===== src/logic/rrt_regs.vh =====
/*
 * register map, presets and step timing of the receive response timers.
 * assumes the includer applies these to an 8-bit address and data port.
 */
`ifndef RRT_REGS_VH
`define RRT_REGS_VH

// register offsets
`define RRT_ADDR_REPLY_WAIT 8'h07
`define RRT_ADDR_BLANKING 8'h08
`define RRT_ADDR_STATUS 8'h10
`define RRT_ADDR_MASK 8'h11
`define RRT_ADDR_STATE 8'h12
`define RRT_ADDR_REMAIN 8'h13

// reset values
`define RRT_REPLY_WAIT_RST 8'h0e
`define RRT_BLANKING_RST 8'h1f
`define RRT_MASK_RST 8'h01
`define RRT_STATUS_RST 8'h00

// status register bit positions
`define RRT_ST_NO_REPLY 0
`define RRT_ST_BLANK_END 1
`define RRT_ST_REPLY 2
`define RRT_ST_NBITS 3

// protocol select field: bit 1 set means high data rate
`define RRT_PROTO_RATE_BIT 1
`define RRT_PROTO_RST 5'h02

// step sizes in ns and in carrier cycles
`define RRT_NR_STEP_NS 37760
`define RRT_BL_STEP_NS 9440
`define RRT_NR_STEP_CARRIER 512
`define RRT_BL_STEP_CARRIER 128

// preset windows in us, rounded to whole steps
`define RRT_NR_HI_US 755
`define RRT_NR_LO_US 1812
`define RRT_BL_VICC_US 293
`define RRT_STEPS(us, step) (((us) * 1000 + (step) / 2) / (step))

`endif


===== src/logic/rrt_prescaler.v =====
/*
 * carrier prescaler: one tick every DIV sampled carrier edges.
 * assumes edge_in is a one-cycle pulse on sys_clk_in.
 */
`timescale 1ns/1ps

module rrt_prescaler #(
	parameter [9:0] DIV = 10'h200
) (
	input wire sys_clk_in,
	input wire rst_in,
	input wire clr_in,
	input wire edge_in,
	output reg tick_out
);

localparam [9:0] LAST = DIV - 10'h001;

reg [9:0] cnt_ff;

// clear restarts a step so the first step is full length
always @(posedge sys_clk_in) begin
	if (rst_in || clr_in) begin
		cnt_ff <= 10'h000;
		tick_out <= 1'b0;
	end else if (edge_in) begin
		if (cnt_ff == LAST) begin
			cnt_ff <= 10'h000;
			tick_out <= 1'b1; // RULE11
		end else begin
			cnt_ff <= cnt_ff + 10'h001;
			tick_out <= 1'b0;
		end
	end else begin
		tick_out <= 1'b0;
	end
end

endmodule


===== src/logic/rrt_timers.v =====
/*
 * no-reply timer and receive blanking timer with their registers.
 * assumes a same-clock transmitter, decoder and protocol register;
 * the carrier and the chip enable arrive as asynchronous pins.
 */
// Our own choice: the address-and-strobe port.
// Overview of operation
// (RULE1) no-reply timer runs from transmit end-of-frame until a reply starts
// (RULE2) window expiry without reply raises interrupt and sets no-reply flag
// (RULE3) no-reply window is register value times one step, values 1 to 255
// (RULE4) wait register defaults on reset, chip disabled, protocol write
// (RULE5) protocol write presets 755 us high rate, 1812 us low rate
// (RULE6) during blanking the decoders stay in reset and receive is ignored
// (RULE7) blanking time is register value times one step, values 1 to 255
// (RULE8) protocol write presets blanking to minimum tag reply time
// (RULE9) vicinity-card blanking preset is about 293 us
// (RULE10) protocol field picks high or low rate; default is high rate
// (RULE11) steps are 512 and 128 carrier cycles via synchronous prescalers
`timescale 1ns/1ps
`include "rrt_regs.vh"

module rrt_timers (
	input wire sys_clk_in,
	input wire rst_in,
	input wire chip_en_in,
	input wire carrier_in,
	input wire [7:0] reg_addr_in,
	input wire [7:0] reg_wdata_in,
	input wire reg_wr_in,
	input wire reg_rd_in,
	output reg [7:0] reg_rdata_out,
	input wire proto_wr_in,
	input wire [4:0] proto_sel_in,
	input wire tx_eof_in,
	input wire rx_start_in,
	output reg decoder_reset_out,
	output reg rx_start_out,
	output reg no_reply_out,
	output reg irq_out
);

//////////////////////////////////////////////////////////////////////
// constants

localparam integer NR_HI_I =
	`RRT_STEPS(`RRT_NR_HI_US, `RRT_NR_STEP_NS);
localparam integer NR_LO_I =
	`RRT_STEPS(`RRT_NR_LO_US, `RRT_NR_STEP_NS);
localparam integer BL_I =
	`RRT_STEPS(`RRT_BL_VICC_US, `RRT_BL_STEP_NS);
localparam [7:0] NR_HI = NR_HI_I[7:0];
localparam [7:0] NR_LO = NR_LO_I[7:0];
localparam [7:0] BL_VICC = BL_I[7:0];
localparam integer NR_DIV_I = `RRT_NR_STEP_CARRIER;
localparam integer BL_DIV_I = `RRT_BL_STEP_CARRIER;
localparam [9:0] NR_DIV = NR_DIV_I[9:0];
localparam [9:0] BL_DIV = BL_DIV_I[9:0];

// receive path states
localparam [1:0] RX_IDLE = 2'b00;
localparam [1:0] RX_BLANK = 2'b01;
localparam [1:0] RX_LISTEN = 2'b10;

//////////////////////////////////////////////////////////////////////
// functions

// true on the tick that completes the last step; zero never expires
function step_hit;
	input [7:0] cnt;
	input [7:0] lim;
	begin
		step_hit = (lim != 8'h00) && ((cnt + 8'h01) == lim);
	end
endfunction

// register address match
function addr_is;
	input [7:0] addr;
	input [7:0] want;
	begin
		addr_is = (addr == want);
	end
endfunction

//////////////////////////////////////////////////////////////////////
// pin synchronisers

reg ce_meta_ff;
reg ce_ff;
reg car_meta_ff;
reg car_sync_ff;
reg car_prev_ff;
wire car_edge;

// first stage feeds only the second; edge detect uses later stages
always @(posedge sys_clk_in) begin
	if (rst_in) begin
		ce_meta_ff <= 1'b0;
		ce_ff <= 1'b0;
		car_meta_ff <= 1'b0;
		car_sync_ff <= 1'b0;
		car_prev_ff <= 1'b0;
	end else begin
		ce_meta_ff <= chip_en_in;
		ce_ff <= ce_meta_ff;
		car_meta_ff <= carrier_in;
		car_sync_ff <= car_meta_ff;
		car_prev_ff <= car_sync_ff;
	end
end

// carrier must stay below half the system clock to be counted
assign car_edge = car_sync_ff & ~car_prev_ff;

//////////////////////////////////////////////////////////////////////
// preset source

wire preset_now;
wire rate_high;
wire [7:0] nr_preset;

// chip disable holds presets, protocol write reloads them
assign preset_now = ~ce_ff | proto_wr_in; // RULE4
assign rate_high = proto_sel_in[`RRT_PROTO_RATE_BIT]; // RULE10
assign nr_preset = rate_high ? NR_HI : NR_LO; // RULE5

//////////////////////////////////////////////////////////////////////
// register writes

reg [7:0] reply_wait_ff;
reg [7:0] blanking_ff;
reg [7:0] mask_ff;
wire wr_wait;
wire wr_blank;
wire wr_mask;

assign wr_wait = reg_wr_in && addr_is(reg_addr_in, `RRT_ADDR_REPLY_WAIT);
assign wr_blank = reg_wr_in && addr_is(reg_addr_in, `RRT_ADDR_BLANKING);
assign wr_mask = reg_wr_in && addr_is(reg_addr_in, `RRT_ADDR_MASK);

// preset beats a software write landing in the same cycle
always @(posedge sys_clk_in) begin
	if (rst_in) begin
		reply_wait_ff <= `RRT_REPLY_WAIT_RST; // RULE4
		blanking_ff <= `RRT_BLANKING_RST;
	end else if (~ce_ff) begin
		reply_wait_ff <= `RRT_REPLY_WAIT_RST; // RULE4
		blanking_ff <= `RRT_BLANKING_RST;
	end else if (proto_wr_in) begin
		reply_wait_ff <= nr_preset; // RULE5
		blanking_ff <= BL_VICC; // RULE8 RULE9
	end else begin
		if (wr_wait) begin
			reply_wait_ff <= reg_wdata_in; // RULE3
		end
		if (wr_blank) begin
			blanking_ff <= reg_wdata_in; // RULE7
		end
	end
end

always @(posedge sys_clk_in) begin
	if (rst_in) begin
		mask_ff <= `RRT_MASK_RST;
	end else if (wr_mask) begin
		mask_ff <= reg_wdata_in;
	end
end

//////////////////////////////////////////////////////////////////////
// prescalers

wire nr_tick;
wire bl_tick;
wire start_tx;

// a new frame end restarts both timers from zero
assign start_tx = tx_eof_in & ce_ff;

rrt_prescaler #(
	.DIV(NR_DIV)
) u_nr_pre (
	.sys_clk_in(sys_clk_in),
	.rst_in(rst_in),
	.clr_in(start_tx | preset_now),
	.edge_in(car_edge),
	.tick_out(nr_tick)
);

rrt_prescaler #(
	.DIV(BL_DIV)
) u_bl_pre (
	.sys_clk_in(sys_clk_in),
	.rst_in(rst_in),
	.clr_in(start_tx | preset_now),
	.edge_in(car_edge),
	.tick_out(bl_tick)
);

//////////////////////////////////////////////////////////////////////
// receive path: blanking then listening

reg [1:0] rx_state_ff;
reg [1:0] nxt_rx_state;
reg [7:0] bl_cnt_ff;
reg [7:0] nxt_bl_cnt;
reg blank_end;
reg reply_seen;

always @* begin
	nxt_rx_state = rx_state_ff;
	nxt_bl_cnt = bl_cnt_ff;
	blank_end = 1'b0;
	reply_seen = 1'b0;
	case (rx_state_ff)
	RX_IDLE: begin
		if (start_tx) begin
			nxt_rx_state = RX_BLANK;
			nxt_bl_cnt = 8'h00;
		end
	end
	RX_BLANK: begin
		// receive input is dropped here
		if (start_tx) begin
			nxt_bl_cnt = 8'h00;
		end else if (blanking_ff == 8'h00) begin
			nxt_rx_state = RX_LISTEN;
			blank_end = 1'b1;
		end else if (bl_tick) begin
			if (step_hit(bl_cnt_ff, blanking_ff)) begin // RULE7
				nxt_rx_state = RX_LISTEN;
				blank_end = 1'b1;
			end else begin
				nxt_bl_cnt = bl_cnt_ff + 8'h01;
			end
		end
	end
	RX_LISTEN: begin
		if (start_tx) begin
			nxt_rx_state = RX_BLANK;
			nxt_bl_cnt = 8'h00;
		end else if (rx_start_in) begin
			reply_seen = 1'b1;
		end
	end
	default: begin
		nxt_rx_state = RX_IDLE;
	end
	endcase
	if (preset_now) begin
		nxt_rx_state = RX_IDLE;
		nxt_bl_cnt = 8'h00;
		blank_end = 1'b0;
		reply_seen = 1'b0;
	end
end

always @(posedge sys_clk_in) begin
	if (rst_in) begin
		rx_state_ff <= RX_IDLE;
		bl_cnt_ff <= 8'h00;
	end else begin
		rx_state_ff <= nxt_rx_state;
		bl_cnt_ff <= nxt_bl_cnt;
	end
end

// decoders held in reset while blanking, replies only passed after
always @(posedge sys_clk_in) begin
	if (rst_in) begin
		decoder_reset_out <= 1'b1;
		rx_start_out <= 1'b0;
	end else begin
		decoder_reset_out <= (nxt_rx_state != RX_LISTEN); // RULE6
		rx_start_out <= reply_seen; // RULE6
	end
end

//////////////////////////////////////////////////////////////////////
// no-reply timer

reg nr_run_ff;
reg [7:0] nr_cnt_ff;
reg nr_expire;

// expiry and reply in one cycle: the reply wins, the slot is not empty
always @* begin
	nr_expire = nr_run_ff & ~reply_seen & ~start_tx & nr_tick &
		step_hit(nr_cnt_ff, reply_wait_ff); // RULE3
end

always @(posedge sys_clk_in) begin
	if (rst_in) begin
		nr_run_ff <= 1'b0;
		nr_cnt_ff <= 8'h00;
	end else if (preset_now) begin
		nr_run_ff <= 1'b0;
		nr_cnt_ff <= 8'h00;
	end else if (start_tx) begin
		nr_run_ff <= 1'b1; // RULE1
		nr_cnt_ff <= 8'h00;
	end else if (reply_seen || nr_expire) begin
		nr_run_ff <= 1'b0; // RULE1
	end else if (nr_run_ff && nr_tick) begin
		nr_cnt_ff <= nr_cnt_ff + 8'h01;
	end
end

// one-cycle flag to the shared status register
always @(posedge sys_clk_in) begin
	if (rst_in) begin
		no_reply_out <= 1'b0;
	end else begin
		no_reply_out <= nr_expire; // RULE2
	end
end

//////////////////////////////////////////////////////////////////////
// status, mask and interrupt

reg [7:0] status_ff;
wire [`RRT_ST_NBITS-1:0] ev_set;
wire rd_status;
wire [7:0] nxt_status;

assign ev_set[`RRT_ST_NO_REPLY] = nr_expire; // RULE2
assign ev_set[`RRT_ST_BLANK_END] = blank_end;
assign ev_set[`RRT_ST_REPLY] = reply_seen;
assign rd_status = reg_rd_in && addr_is(reg_addr_in, `RRT_ADDR_STATUS);

// read clears, but an event in the read cycle still sets its bit
genvar gi;
generate
	for (gi = 0; gi < `RRT_ST_NBITS; gi = gi + 1) begin : g_st
		assign nxt_status[gi] = ev_set[gi] |
			(status_ff[gi] & ~rd_status);
	end
endgenerate
assign nxt_status[7:`RRT_ST_NBITS] = {(8 - `RRT_ST_NBITS){1'b0}};

always @(posedge sys_clk_in) begin
	if (rst_in) begin
		status_ff <= `RRT_STATUS_RST;
		irq_out <= 1'b0;
	end else begin
		status_ff <= nxt_status;
		irq_out <= |(nxt_status & mask_ff); // RULE2
	end
end

//////////////////////////////////////////////////////////////////////
// register reads

reg [7:0] rd_mux;

// unmapped addresses read as zero
always @* begin
	case (reg_addr_in)
	`RRT_ADDR_REPLY_WAIT: rd_mux = reply_wait_ff;
	`RRT_ADDR_BLANKING: rd_mux = blanking_ff;
	`RRT_ADDR_STATUS: rd_mux = status_ff;
	`RRT_ADDR_MASK: rd_mux = mask_ff;
	`RRT_ADDR_STATE: rd_mux = {4'h0, ce_ff, nr_run_ff, rx_state_ff};
	`RRT_ADDR_REMAIN: rd_mux = nr_cnt_ff;
	default: rd_mux = 8'h00;
	endcase
end

// data valid only in the cycle after the read strobe
always @(posedge sys_clk_in) begin
	if (rst_in) begin
		reg_rdata_out <= 8'h00;
	end else if (reg_rd_in) begin
		reg_rdata_out <= rd_mux;
	end else begin
		reg_rdata_out <= 8'h00;
	end
end

endmodule


===== config.mk =====
export PLATFORM = sky130hd
export DESIGN_NAME = rrt_timers
export DESIGN_NICKNAME = d
export VERILOG_FILES = /design/src/logic/rrt_prescaler.v /design/src/logic/rrt_timers.v
export VERILOG_INCLUDE_DIRS = /design/src /design/src/logic
export SDC_FILE = /design/constraint.sdc
export NUM_CORES = 1
export LEC_CHECK = 0
export BUFFER_PORTS_ARGS = -buffer_cell sky130_fd_sc_hd__buf_2
export CAP_MARGIN = 30
export CORE_ASPECT_RATIO = 0.6
export CORE_MARGIN = 2
export CORE_UTILIZATION = 25
export DETAILED_ROUTE_END_ITERATION = 7
export GPL_ROUTABILITY_DRIVEN = 0
export HOLD_SLACK_MARGIN = 0.08
export PLACE_DENSITY_LB_ADDON = 0.3
export RECOVER_POWER = 100
export SKIP_LAST_GASP = 1
export SLEW_MARGIN = 15
export SYNTH_ARGS = -nofsm -noshare
export SYNTH_HDL_FRONTEND = slang
export SYNTH_HIERARCHICAL = 1
export SYNTH_SLANG_ARGS = --single-unit

===== constraint.sdc =====
create_clock -name sys_clk_in -period 2.75 [get_ports sys_clk_in]
set_input_delay 0.55 -clock sys_clk_in [delete_from_list [all_inputs] [get_ports sys_clk_in]]
set_output_delay 0.55 -clock sys_clk_in [all_outputs]
set_load 0.02 [all_outputs]

==> impl_metrics.yaml, run 1 <==
synth:
  gate_count_of_the_mapped_netlist: 492
  synth.avg_cell_area_sq_um: 8.67
  post_synthesis_net_count: 526
  area_share_of_the_largest_cell_type_after_synthesis_pct: 39.9
  synthesis.area_sq_um: 4270
  post_synth_most_frequent_cells: "85 x dfxtp_1, 52 x nand2_1, 41 x nand3_1"
  yosys_most_used_dff: "dfxtp_1"
  yosysMostFrequentCell: "dfxtp_1"
  netlist.top_cell.by_area: "dfxtp_1"
  synth-async-reset-ratio_pct: 0
  synth.yosys.warnings: 6
  number_of_enable_type_register_cells_in_the_synthesized_netlist: 0
  seq_area_frac_synth_pct: 39.9
  synth_cell_type_count: 72
  synth_area_leaders: "dfxtp_1 40%, nand3_1 4.8%, nand2_1 4.6%"
  synth.ff_latch_count: 85
clocking:
  clk_pin_slew_worst_paths_ps: 70
  cts-buffers-inserted: 9
  cts_setup_buffers: 0
  worstSkewPairLatency_ps: 340
  clockRootBuffer: "clkbuf_16"
  cts.hold.buffers_added: 0
  tritoncts_num_sinks: 85
  maximum_clock_path_buffer_count: 2
  cts.htree.levels: 3
  cts_repair_resizes: 0
  tritoncts: "yes"
timing:
  post-route-min-period_ps: 2520
  hold_ws_ps: 420
  finalMaxSlewViolations: 0
  final_min_period_over_clock_period_pct: 91.7
  max-slew-margin-rel_pct: 39.8
  achievable_freq_mhz: 397
  worst_pin_slew_ps: 903
  setup_tns_ps: 0
  finClkSkew_ps: 11.7
  finalWorstSetupSlack_ps: 228
  finalHoldViolations: 0
  setup_viol: 0
  rsz_0062_raised_after_global_routing: "no"
worst_setup_path:
  setup.worst_path.start_class: "flip-flop"
  arrival_ps: 2750
  critical_path_endpoint_category: "flip-flop"
  cpLargestDelayFamily: "simple AND/OR/NAND/NOR gates"
  worstPathCellList: "nand3_1 > or4_1 > a2111oi_4 > a31oi_2 > nand4_1 > xor2_1 > nor2_1"
  required_ps: 2980
  critical_path_peak_fanout: 8
  critical_path_class: "flip-flop to flip-flop"
  critical-path-max-stage-delay_ps: 600
  worst_path_max_delay_cell: "or4_1"
  critical_path_buf_inv_count: 0
grt:
  global_route.usage.total_pct: 13.7
  grt.overflow.total: 0
  antenna_found_initial: 0
  maximum_number_of_pins_on_one_net_before_global_route_repair: 22
  first_global_vias: 3697
  grt_first_pass_wirelength_mm: 19.8
placement:
  portBuffers: 37
  placed_cells_incl_taps: 751
  placed_area_sq_um: 4750
  place_ws_ps: 279
  dp_hpwl_mm: 9.12
floorplan:
  die_w_microns: 173
  core_region_area_sq_um: 16400
  effective_utilization_at_floorplan_pct: 26.0
  ios: 42
  die_area_sq_um: 18200
  rows: 36
  die_h_microns: 105
finish:
  syn_to_final_growth_pct: 16.4
  drive_above_1_share_pct: 13.2
  fin_util_pct: 30.2
  fillerInstances: 1778
  antenna-diode-count: 0
  final_area_sq_um: 4970
  final-instance-count-excl-fill: 767
  final_nets: 568
drt:
  post-route-drc-count: 0
  detailedRoute.firstPassIterationCount: 5
  count_of_routing_violations_after_the_opening_detailed_route_iteration: 428
  routed_len_inst_microns: 15.6
  final_antenna_net_count: 0
  vias: 3841
  wirelength_mm: 12.0
  number_of_vias_per_cell_after_detailed_routing: 5.01
worst_hold_path:
  worst_hold_check_path_type: "input port to flip-flop"
power_and_ir_drop:
  cellPowerDensity_nw_per_um2: 495
  power.total_mw: 2.46
  vdd.ir_drop.worst_v: 0.000287
  leakage_nw: 1.64
status:
  outcome: "finished clean"
run:
  cap_violations: 0
[flip-flops by register name (all words and copies together), names as in the netlist]
register and flops:
no_reply_out 1, car_sync_ff 1, reg_rdata_out 8, reply_wait_ff 8, car_prev_ff 1, u_bl_pre/cnt_ff 10, bl_cnt_ff 8, nr_cnt_ff 8
u_bl_pre/tick_out 1, mask_ff 8, status_ff 3, decoder_reset_out 1, u_nr_pre/cnt_ff 10, irq_out 1, blanking_ff 8, ce_ff 1
ce_meta_ff 1, u_nr_pre/tick_out 1, rx_start_out 1, rx_state_ff 2, nr_run_ff 1, car_meta_ff 1
[layout make-up]
class                           count  area [sq um]  share of cell area (%)
Sequential cell                    85          1700                    34.3
Clock buffer                       10           229                    4.61
Timing Repair Buffer               54           274                    5.52
Tap cell                          228           285                    5.74
Inverter                            9          33.8                   0.680
Clock inverter                      6          47.5                   0.957
Multi-Input combinational cell    375          2400                    48.2
[cells in the final DEF (no fill, tap or decap), types with 3 or more instances in the layout]
cell type	n
nand3_1	41
clkinv_4	3
clkbuf_1	20
nor2b_1	9
or4_1	4
a22oi_1	11
nor4_1	7
xor2_1	20
a32oi_1	3
mux2_2	4
o31ai_1	9
nand3_2	3
and3_1	6
and4_1	5
nand2b_1	5
mux2i_1	6
nand2_1	52
or2_0	3
o21ai_0	20
a21oi_1	37
nor2_1	35
nand4_1	7
inv_1	9
nor3_1	9
clkbuf_16	9
nand3b_1	5
buf_4	11
ha_1	4
or3_1	7
nor3b_1	3
xnor2_1	15
buf_2	24
dfxtp_1	85
[report_power, final]
part / switching (mW) / total (mW) / internal [mW]
clock: 0.521 / 1.14 / 0.619
sequential: 0.00389 / 1.24 / 1.23
combinational: 0.0487 / 0.0781 / 0.0294
[worst paths after layout]
path	start	to	slack, ps	cells after the start
hold / removal	carrier_in	car_meta_ff$_SDFF_PP0_	420	2
hold reg to reg	car_meta_ff$_SDFF_PP0_	car_sync_ff$_SDFF_PP0_	450	1
setup reg to reg	nr_cnt_ff[0]$_SDFFE_PP0P_	nr_cnt_ff[7]$_SDFFE_PP0P_	230	7
setup / recovery	nr_cnt_ff[0]$_SDFFE_PP0P_	nr_cnt_ff[7]$_SDFFE_PP0P_	230	7
[cells by family (layout without fill, tap and decap cells)]
group,Yosys count,count (layout),synth area share [%]
flip-flops,85,85,39.9
adder cells (fa/ha/maj),5,5,1.41
XOR/XNOR,35,35,7.18
AND/OR/NAND/NOR,215,215,26.9
AO/OA/AOI/OAI,108,108,17.7
multiplexers,12,12,3.52
buffers and inverters,32,79,3.43
[metal layers]
| metal | up-vias | GRT usage, % | wire length (microns) |
|---|---|---|---|
| met5 | - | 0 | 0 |
| met4 | 0 | 3.21 | 113 |
| met3 | 9 | 3.31 | 849 |
| met2 | 124 | 18.8 | 4660 |
| met1 | 1825 | 21.0 | 6380 |
| li1 | 1883 | - | - |
Note: power is estimated with default switching activity, not from simulation.
==> run 2: changes to the inputs <==
--- a/config.mk
+++ b/config.mk
@@ -15,7 +15,6 @@
 export GPL_ROUTABILITY_DRIVEN = 0
 export HOLD_SLACK_MARGIN = 0.08
 export PLACE_DENSITY_LB_ADDON = 0.3
-export RECOVER_POWER = 100
 export SKIP_LAST_GASP = 1
 export SLEW_MARGIN = 15
 export SYNTH_ARGS = -nofsm -noshare
==> run 2 against run 1 <==
Against the previous run:
- power rose by 0.22%
- global-route usage did not move
- routed wire length barely moved
- cell area rose by 1.2%
- die area did not move
- flip-flop and latch count did not move
- core utilization rose by 0.37 points
- clock power barely moved
==> impl_metrics.yaml, run 2 (synthesis gave the netlist of run 1 again) <==
worst_setup_path:
  worst_path_max_delay_cell: "dfxtp_1"
  cpLargestDelayFamily: "compound AO/OA/AOI/OAI gates"
  critical_path_buf_inv_count: 0
  setup.worst_path.start_class: "flip-flop"
  ff2ff_setup_slack_ps: 220
  critical_path_endpoint_category: "flip-flop"
  required_ps: 3000
  worstPathCellList: "nand3_1 > or3_1 > a211oi_1 > o311ai_4 > a21boi_2 > o21ai_0 > o31ai_1"
  critical_path_class: "flip-flop to flip-flop"
  critical-path-max-stage-delay_ps: 550
  critical_path_peak_fanout: 11
  arrival_ps: 2780
timing:
  finalMaxSlewViolations: 0
  finalHoldViolations: 0
  finClkSkew_ps: 12.0
  setup_tns_ps: 0
  setup_viol: 0
  rsz_0062_raised_after_global_routing: "no"
  max-slew-margin-rel_pct: 65.7
  achievable_freq_mhz: 395
  worst_pin_slew_ps: 507
  final_min_period_over_clock_period_pct: 92.0
  hold_ws_ps: 420
  post-route-min-period_ps: 2530
floorplan:
  rows: 36
  core_region_area_sq_um: 16400
  ios: 42
  die_w_microns: 173
  die_h_microns: 105
  effective_utilization_at_floorplan_pct: 26.0
  die_area_sq_um: 18200
finish:
  area_of_the_multi_input_gates_sq_um: 2420
  final_nets: 568
  most_frequent_cells_in_the_layout: "85 x dfxtp_1, 52 x nand2_1, 41 x nand3_1"
  syn_to_final_growth_pct: 17.9
  registers_with_the_highest_flip_flop_counts: "u_bl_pre/cnt_ff (10), u_nr_pre/cnt_ff (10)"
  drive_above_1_share_pct: 17.3
  area.sequential_sq_um: 1700
  antenna-diode-count: 0
  layout_commonest_cell: "dfxtp_1"
  final-instance-count-excl-fill: 767
  fillerInstances: 1756
worst_hold_path:
  worst_hold_check_path_type: "input port to flip-flop"
grt:
  gr-usage-met3_pct: 3.31
  groute.layer.met1.usage_pct: 21.0
  grt_first_pass_wirelength_mm: 19.8
  global_route_met2_utilization_pct: 18.8
  globalRoute.busiestLayer: "met1"
  global_route.usage.total_pct: 13.7
  maximum_number_of_pins_on_one_net_before_global_route_repair: 22
  first_global_vias: 3697
  grt.overflow.total: 0
  antenna_found_initial: 0
power_and_ir_drop:
  leakage_nw: 1.72
  vdd.ir_drop.worst_v: 0.000290
  cellPowerDensity_nw_per_um2: 490
clocking:
  clockRootBuffer: "clkbuf_16"
  tritoncts_num_sinks: 85
  cts_repair_resizes: 0
  clk_pin_slew_worst_paths_ps: 60
  worstSkewPairLatency_ps: 340
  cts.htree.levels: 3
  cts_setup_buffers: 0
  cts-buffers-inserted: 9
  cts.hold.buffers_added: 0
  tritoncts: "yes"
  maximum_clock_path_buffer_count: 2
drt:
  post-route-drc-count: 0
  count_of_routing_violations_after_the_opening_detailed_route_iteration: 358
  vias: 3846
  detailedRoute.firstPassIterationCount: 5
  routed_len_inst_microns: 15.6
  number_of_vias_per_cell_after_detailed_routing: 5.01
  wirelength_mm: 12.0
  final_antenna_net_count: 0
placement:
  placed_cells_incl_taps: 751
  portBuffers: 37
  dp_hpwl_mm: 9.12
status:
  outcome: "finished clean"
run:
  cap_violations: 0
[run 2: worst paths after layout]
| path | start | end | cells past startpoint |
|---|---|---|---|
| max | bl_cnt_ff[2]$_SDFFE_PP0P_ | bl_cnt_ff[3]$_SDFFE_PP0P_ | 7 |
| min | carrier_in | car_meta_ff$_SDFF_PP0_ | 2 |
| max reg2reg | bl_cnt_ff[2]$_SDFFE_PP0P_ | bl_cnt_ff[3]$_SDFFE_PP0P_ | 7 |
| min reg2reg | car_meta_ff$_SDFF_PP0_ | car_sync_ff$_SDFF_PP0_ | 1 |
[run 2: cell type report]
cell class / instances / area share, %
Tap cell: 228 / 5.67
Timing Repair Buffer: 54 / 6.22
Sequential cell: 85 / 33.8
Inverter: 9 / 0.672
Clock buffer: 10 / 4.55
Clock inverter: 6 / 0.946
Multi-Input combinational cell: 375 / 48.1
[run 2: routing by layer]
metal / vias up / wire length (microns)
met2: 120 / 4690
li1: 1887 / -
met3: 6 / 648
met5: - / 0
met1: 1833 / 6580
met4: 0 / 93
[run 2: metrics by stage]
stage | worst slack, ps | util (%) | power [mW] | cell area (sq um)
floorplan | 479 | - | 1.30 | 4270
global placement | 314 | 28.9 | 1.34 | 4750
detailed placement | 279 | 28.9 | 1.35 | 4750
CTS | 257 | 30.6 | 2.48 | 5030
global route | 45.4 | 30.6 | 2.56 | 5030
finish | 220 | 30.6 | 2.46 | 5030
[run 2: where the power goes]
| part | switching [mW] | internal [mW] | total, mW |
|---|---|---|---|
| clock | 0.525 | 0.619 | 1.14 |
| sequential | 0.00393 | 1.23 | 1.24 |
| combinational | 0.0485 | 0.0308 | 0.0794 |
| total | 0.577 | 1.88 | 2.46 |
==> run 3: changes to the inputs <==
--- a/config.mk
+++ b/config.mk
@@ -15,6 +15,7 @@
 export GPL_ROUTABILITY_DRIVEN = 0
 export HOLD_SLACK_MARGIN = 0.08
 export PLACE_DENSITY_LB_ADDON = 0.3
+export REMOVE_ABC_BUFFERS = 1
 export SKIP_LAST_GASP = 1
 export SLEW_MARGIN = 15
 export SYNTH_ARGS = -nofsm -noshare
==> constraint.sdc (replaced) <==
create_clock -name sys_clk_in -period 2.75 [get_ports sys_clk_in]
set_input_delay 0.4125 -clock sys_clk_in [delete_from_list [all_inputs] [get_ports sys_clk_in]]
set_output_delay 0.4125 -clock sys_clk_in [all_outputs]
set_load 0.02 [all_outputs]
==> run 3 against run 2 <==
Against the previous run:
- worst setup slack got worse by 8.3 ps
- power rose by 8.9%
- clock skew fell by 2.6 ps
- non-clock buffer count fell by 3
- final cell count fell by 0.39%
- core utilization rose by 0.25 points
- register-to-register slack barely moved
- clock-buffer cell count did not move
- combinational power barely moved
- fmax fell by 0.33%
- via count rose by 0.31%
- critical endpoint is now decoder_reset_out$_SDFF_PP1_
- highest routed layer unchanged
==> impl_metrics.yaml, run 3 (synthesis gave the netlist of run 1 again) <==
floorplan:
  rows: 36
  die_h_microns: 105
  ios: 42
  effective_utilization_at_floorplan_pct: 26.0
  die_w_microns: 173
  core_region_area_sq_um: 16400
  die_area_sq_um: 18200
power_and_ir_drop:
  cellPowerDensity_nw_per_um2: 529
  seq_power_share_pct: 46.2
  p_sw_mw: 0.587
  power.total_mw: 2.68
  vdd.ir_drop.worst_v: 0.000257
  clock_power_share_pct: 50.8
  leakage_nw: 1.73
  comb_power_share_pct: 3.0
  power.share.switching_pct: 21.9
  p_int_mw: 2.09
run:
  cap_violations: 0
finish:
  registers_with_the_highest_flip_flop_counts: "u_bl_pre/cnt_ff (10), u_nr_pre/cnt_ff (10)"
  final-instance-count-excl-fill: 764
  final_area_sq_um: 5070
  final_nets: 565
  antenna-diode-count: 0
  most_frequent_cells_in_the_layout: "85 x dfxtp_1, 52 x nand2_1, 41 x nand3_1"
  fin_util_pct: 30.8
  drive_above_1_share_pct: 17.0
  syn_to_final_growth_pct: 18.8
  layout_commonest_cell: "dfxtp_1"
worst_setup_path:
  arrival_ps: 2760
  critical_path_peak_fanout: 11
  worst_reg2reg_endpoint: "decoder_reset_out$_SDFF_PP1_"
  worst-r2r-cell-count: 7
  critical_path_class: "flip-flop to flip-flop"
  setup.worst_path.start_class: "flip-flop"
  required_ps: 2970
  critical_path_endpoint_category: "flip-flop"
  rr_startpoint: "bl_cnt_ff[2]$_SDFFE_PP0P_"
  ff2ff_setup_slack_ps: 210
clocking:
  tritoncts: "yes"
  clockRootBuffer: "clkbuf_16"
  tritoncts_num_sinks: 85
  cts-buffers-inserted: 9
  cts.htree.levels: 3
  cts_setup_buffers: 0
  clk_pin_slew_worst_paths_ps: 70
  maximum_clock_path_buffer_count: 2
  cts.hold.buffers_added: 0
  worstSkewPairLatency_ps: 340
  cts_repair_resizes: 0
timing:
  achievable_freq_mhz: 394
  hold_ws_ps: 275
  final_min_period_over_clock_period_pct: 92.3
  finalHoldViolations: 0
  finalWorstSetupSlack_ps: 212
  max-slew-margin-rel_pct: 46.5
  setup_tns_ps: 0
  worst_pin_slew_ps: 801
  finClkSkew_ps: 9.39
  post-route-min-period_ps: 2540
  finalMaxSlewViolations: 0
  rsz_0062_raised_after_global_routing: "no"
  setup_viol: 0
worst_hold_path:
  min_delay_endpoint: "car_meta_ff$_SDFF_PP0_"
  worst_hold_check_path_type: "input port to flip-flop"
  worst_hold_path_stage_count: 2
  min-delay-start: "carrier_in"
placement:
  placed_area_sq_um: 4730
  placed_cells_incl_taps: 748
  dp_hpwl_mm: 9.14
  place_ws_ps: 216
  portBuffers: 37
grt:
  maximum_number_of_pins_on_one_net_before_global_route_repair: 22
  global_route.usage.total_pct: 13.7
  grt.overflow.total: 0
  antenna_found_initial: 0
  first_global_vias: 3650
  grt_first_pass_wirelength_mm: 19.7
drt:
  detailedRoute.firstPassIterationCount: 7
  met2_wirelength_mm: 5.02
  wl_met1_mm: 6.26
  number_of_vias_per_cell_after_detailed_routing: 5.05
  final_antenna_net_count: 0
  vias: 3858
  highest-signal-layer: "met4"
  routed_len_inst_microns: 15.8
  route.met3.wl_microns: 656
  wirelength_mm: 12.0
  count_of_routing_violations_after_the_opening_detailed_route_iteration: 283
  post-route-drc-count: 0
status:
  outcome: "finished clean"
run 3: cell type report:
type / instances / area, sq um
inverters: 9 / 33.8
repair buffers: 51 / 290
fillers: 1748 / 11400
flip-flops and latches: 85 / 1700
clock buffers: 10 / 239
clock inverters: 6 / 93.8
well taps: 228 / 285
multi-input cells: 375 / 2430
run 3: how the worst max path moves through the flow:
stage,from,endpoint,slack (ps),cells past startpoint
global route,bl_cnt_ff[2]$_SDFFE_PP0P_,decoder_reset_out$_SDFF_PP1_,30,7
finish,bl_cnt_ff[2]$_SDFFE_PP0P_,decoder_reset_out$_SDFF_PP1_,210,7
floorplan,bl_cnt_ff[0]$_SDFFE_PP0P_,bl_cnt_ff[6]$_SDFFE_PP0P_,440,8
CTS,bl_cnt_ff[2]$_SDFFE_PP0P_,bl_cnt_ff[3]$_SDFFE_PP0P_,190,7
detailed placement,bl_cnt_ff[2]$_SDFFE_PP0P_,bl_cnt_ff[3]$_SDFFE_PP0P_,220,7
global placement,bl_cnt_ff[2]$_SDFFE_PP0P_,bl_cnt_ff[3]$_SDFFE_PP0P_,300,7
run 3: critical path, cell delays in order, from the launching register on:
cell,delay [ps]
dfxtp_1,530
nand3_1,200
or3_1,400
a211oi_1,480
o311ai_4,250
or2_1,300
a21oi_1,160
o21ai_0,90
run 3: power by group through the flow:
stage	clock network, mW	registers (mW)	logic, mW
3_5_place_dp	0	1.27	0.0786
4_1_cts	1.39	1.24	0.0790
5_1_grt	1.45	1.24	0.0875
3_3_place_gp	0	1.27	0.0772
2_1_floorplan	0	1.27	0.0248
6_report	1.36	1.24	0.0797
run 3: per-layer routing:
metal  up-vias  global-route usage (%)
li1       1878                       -
met1      1865                    20.2
met2       102                    19.9
met3        13                    3.64
met4         0                    2.97
met5         -                       0
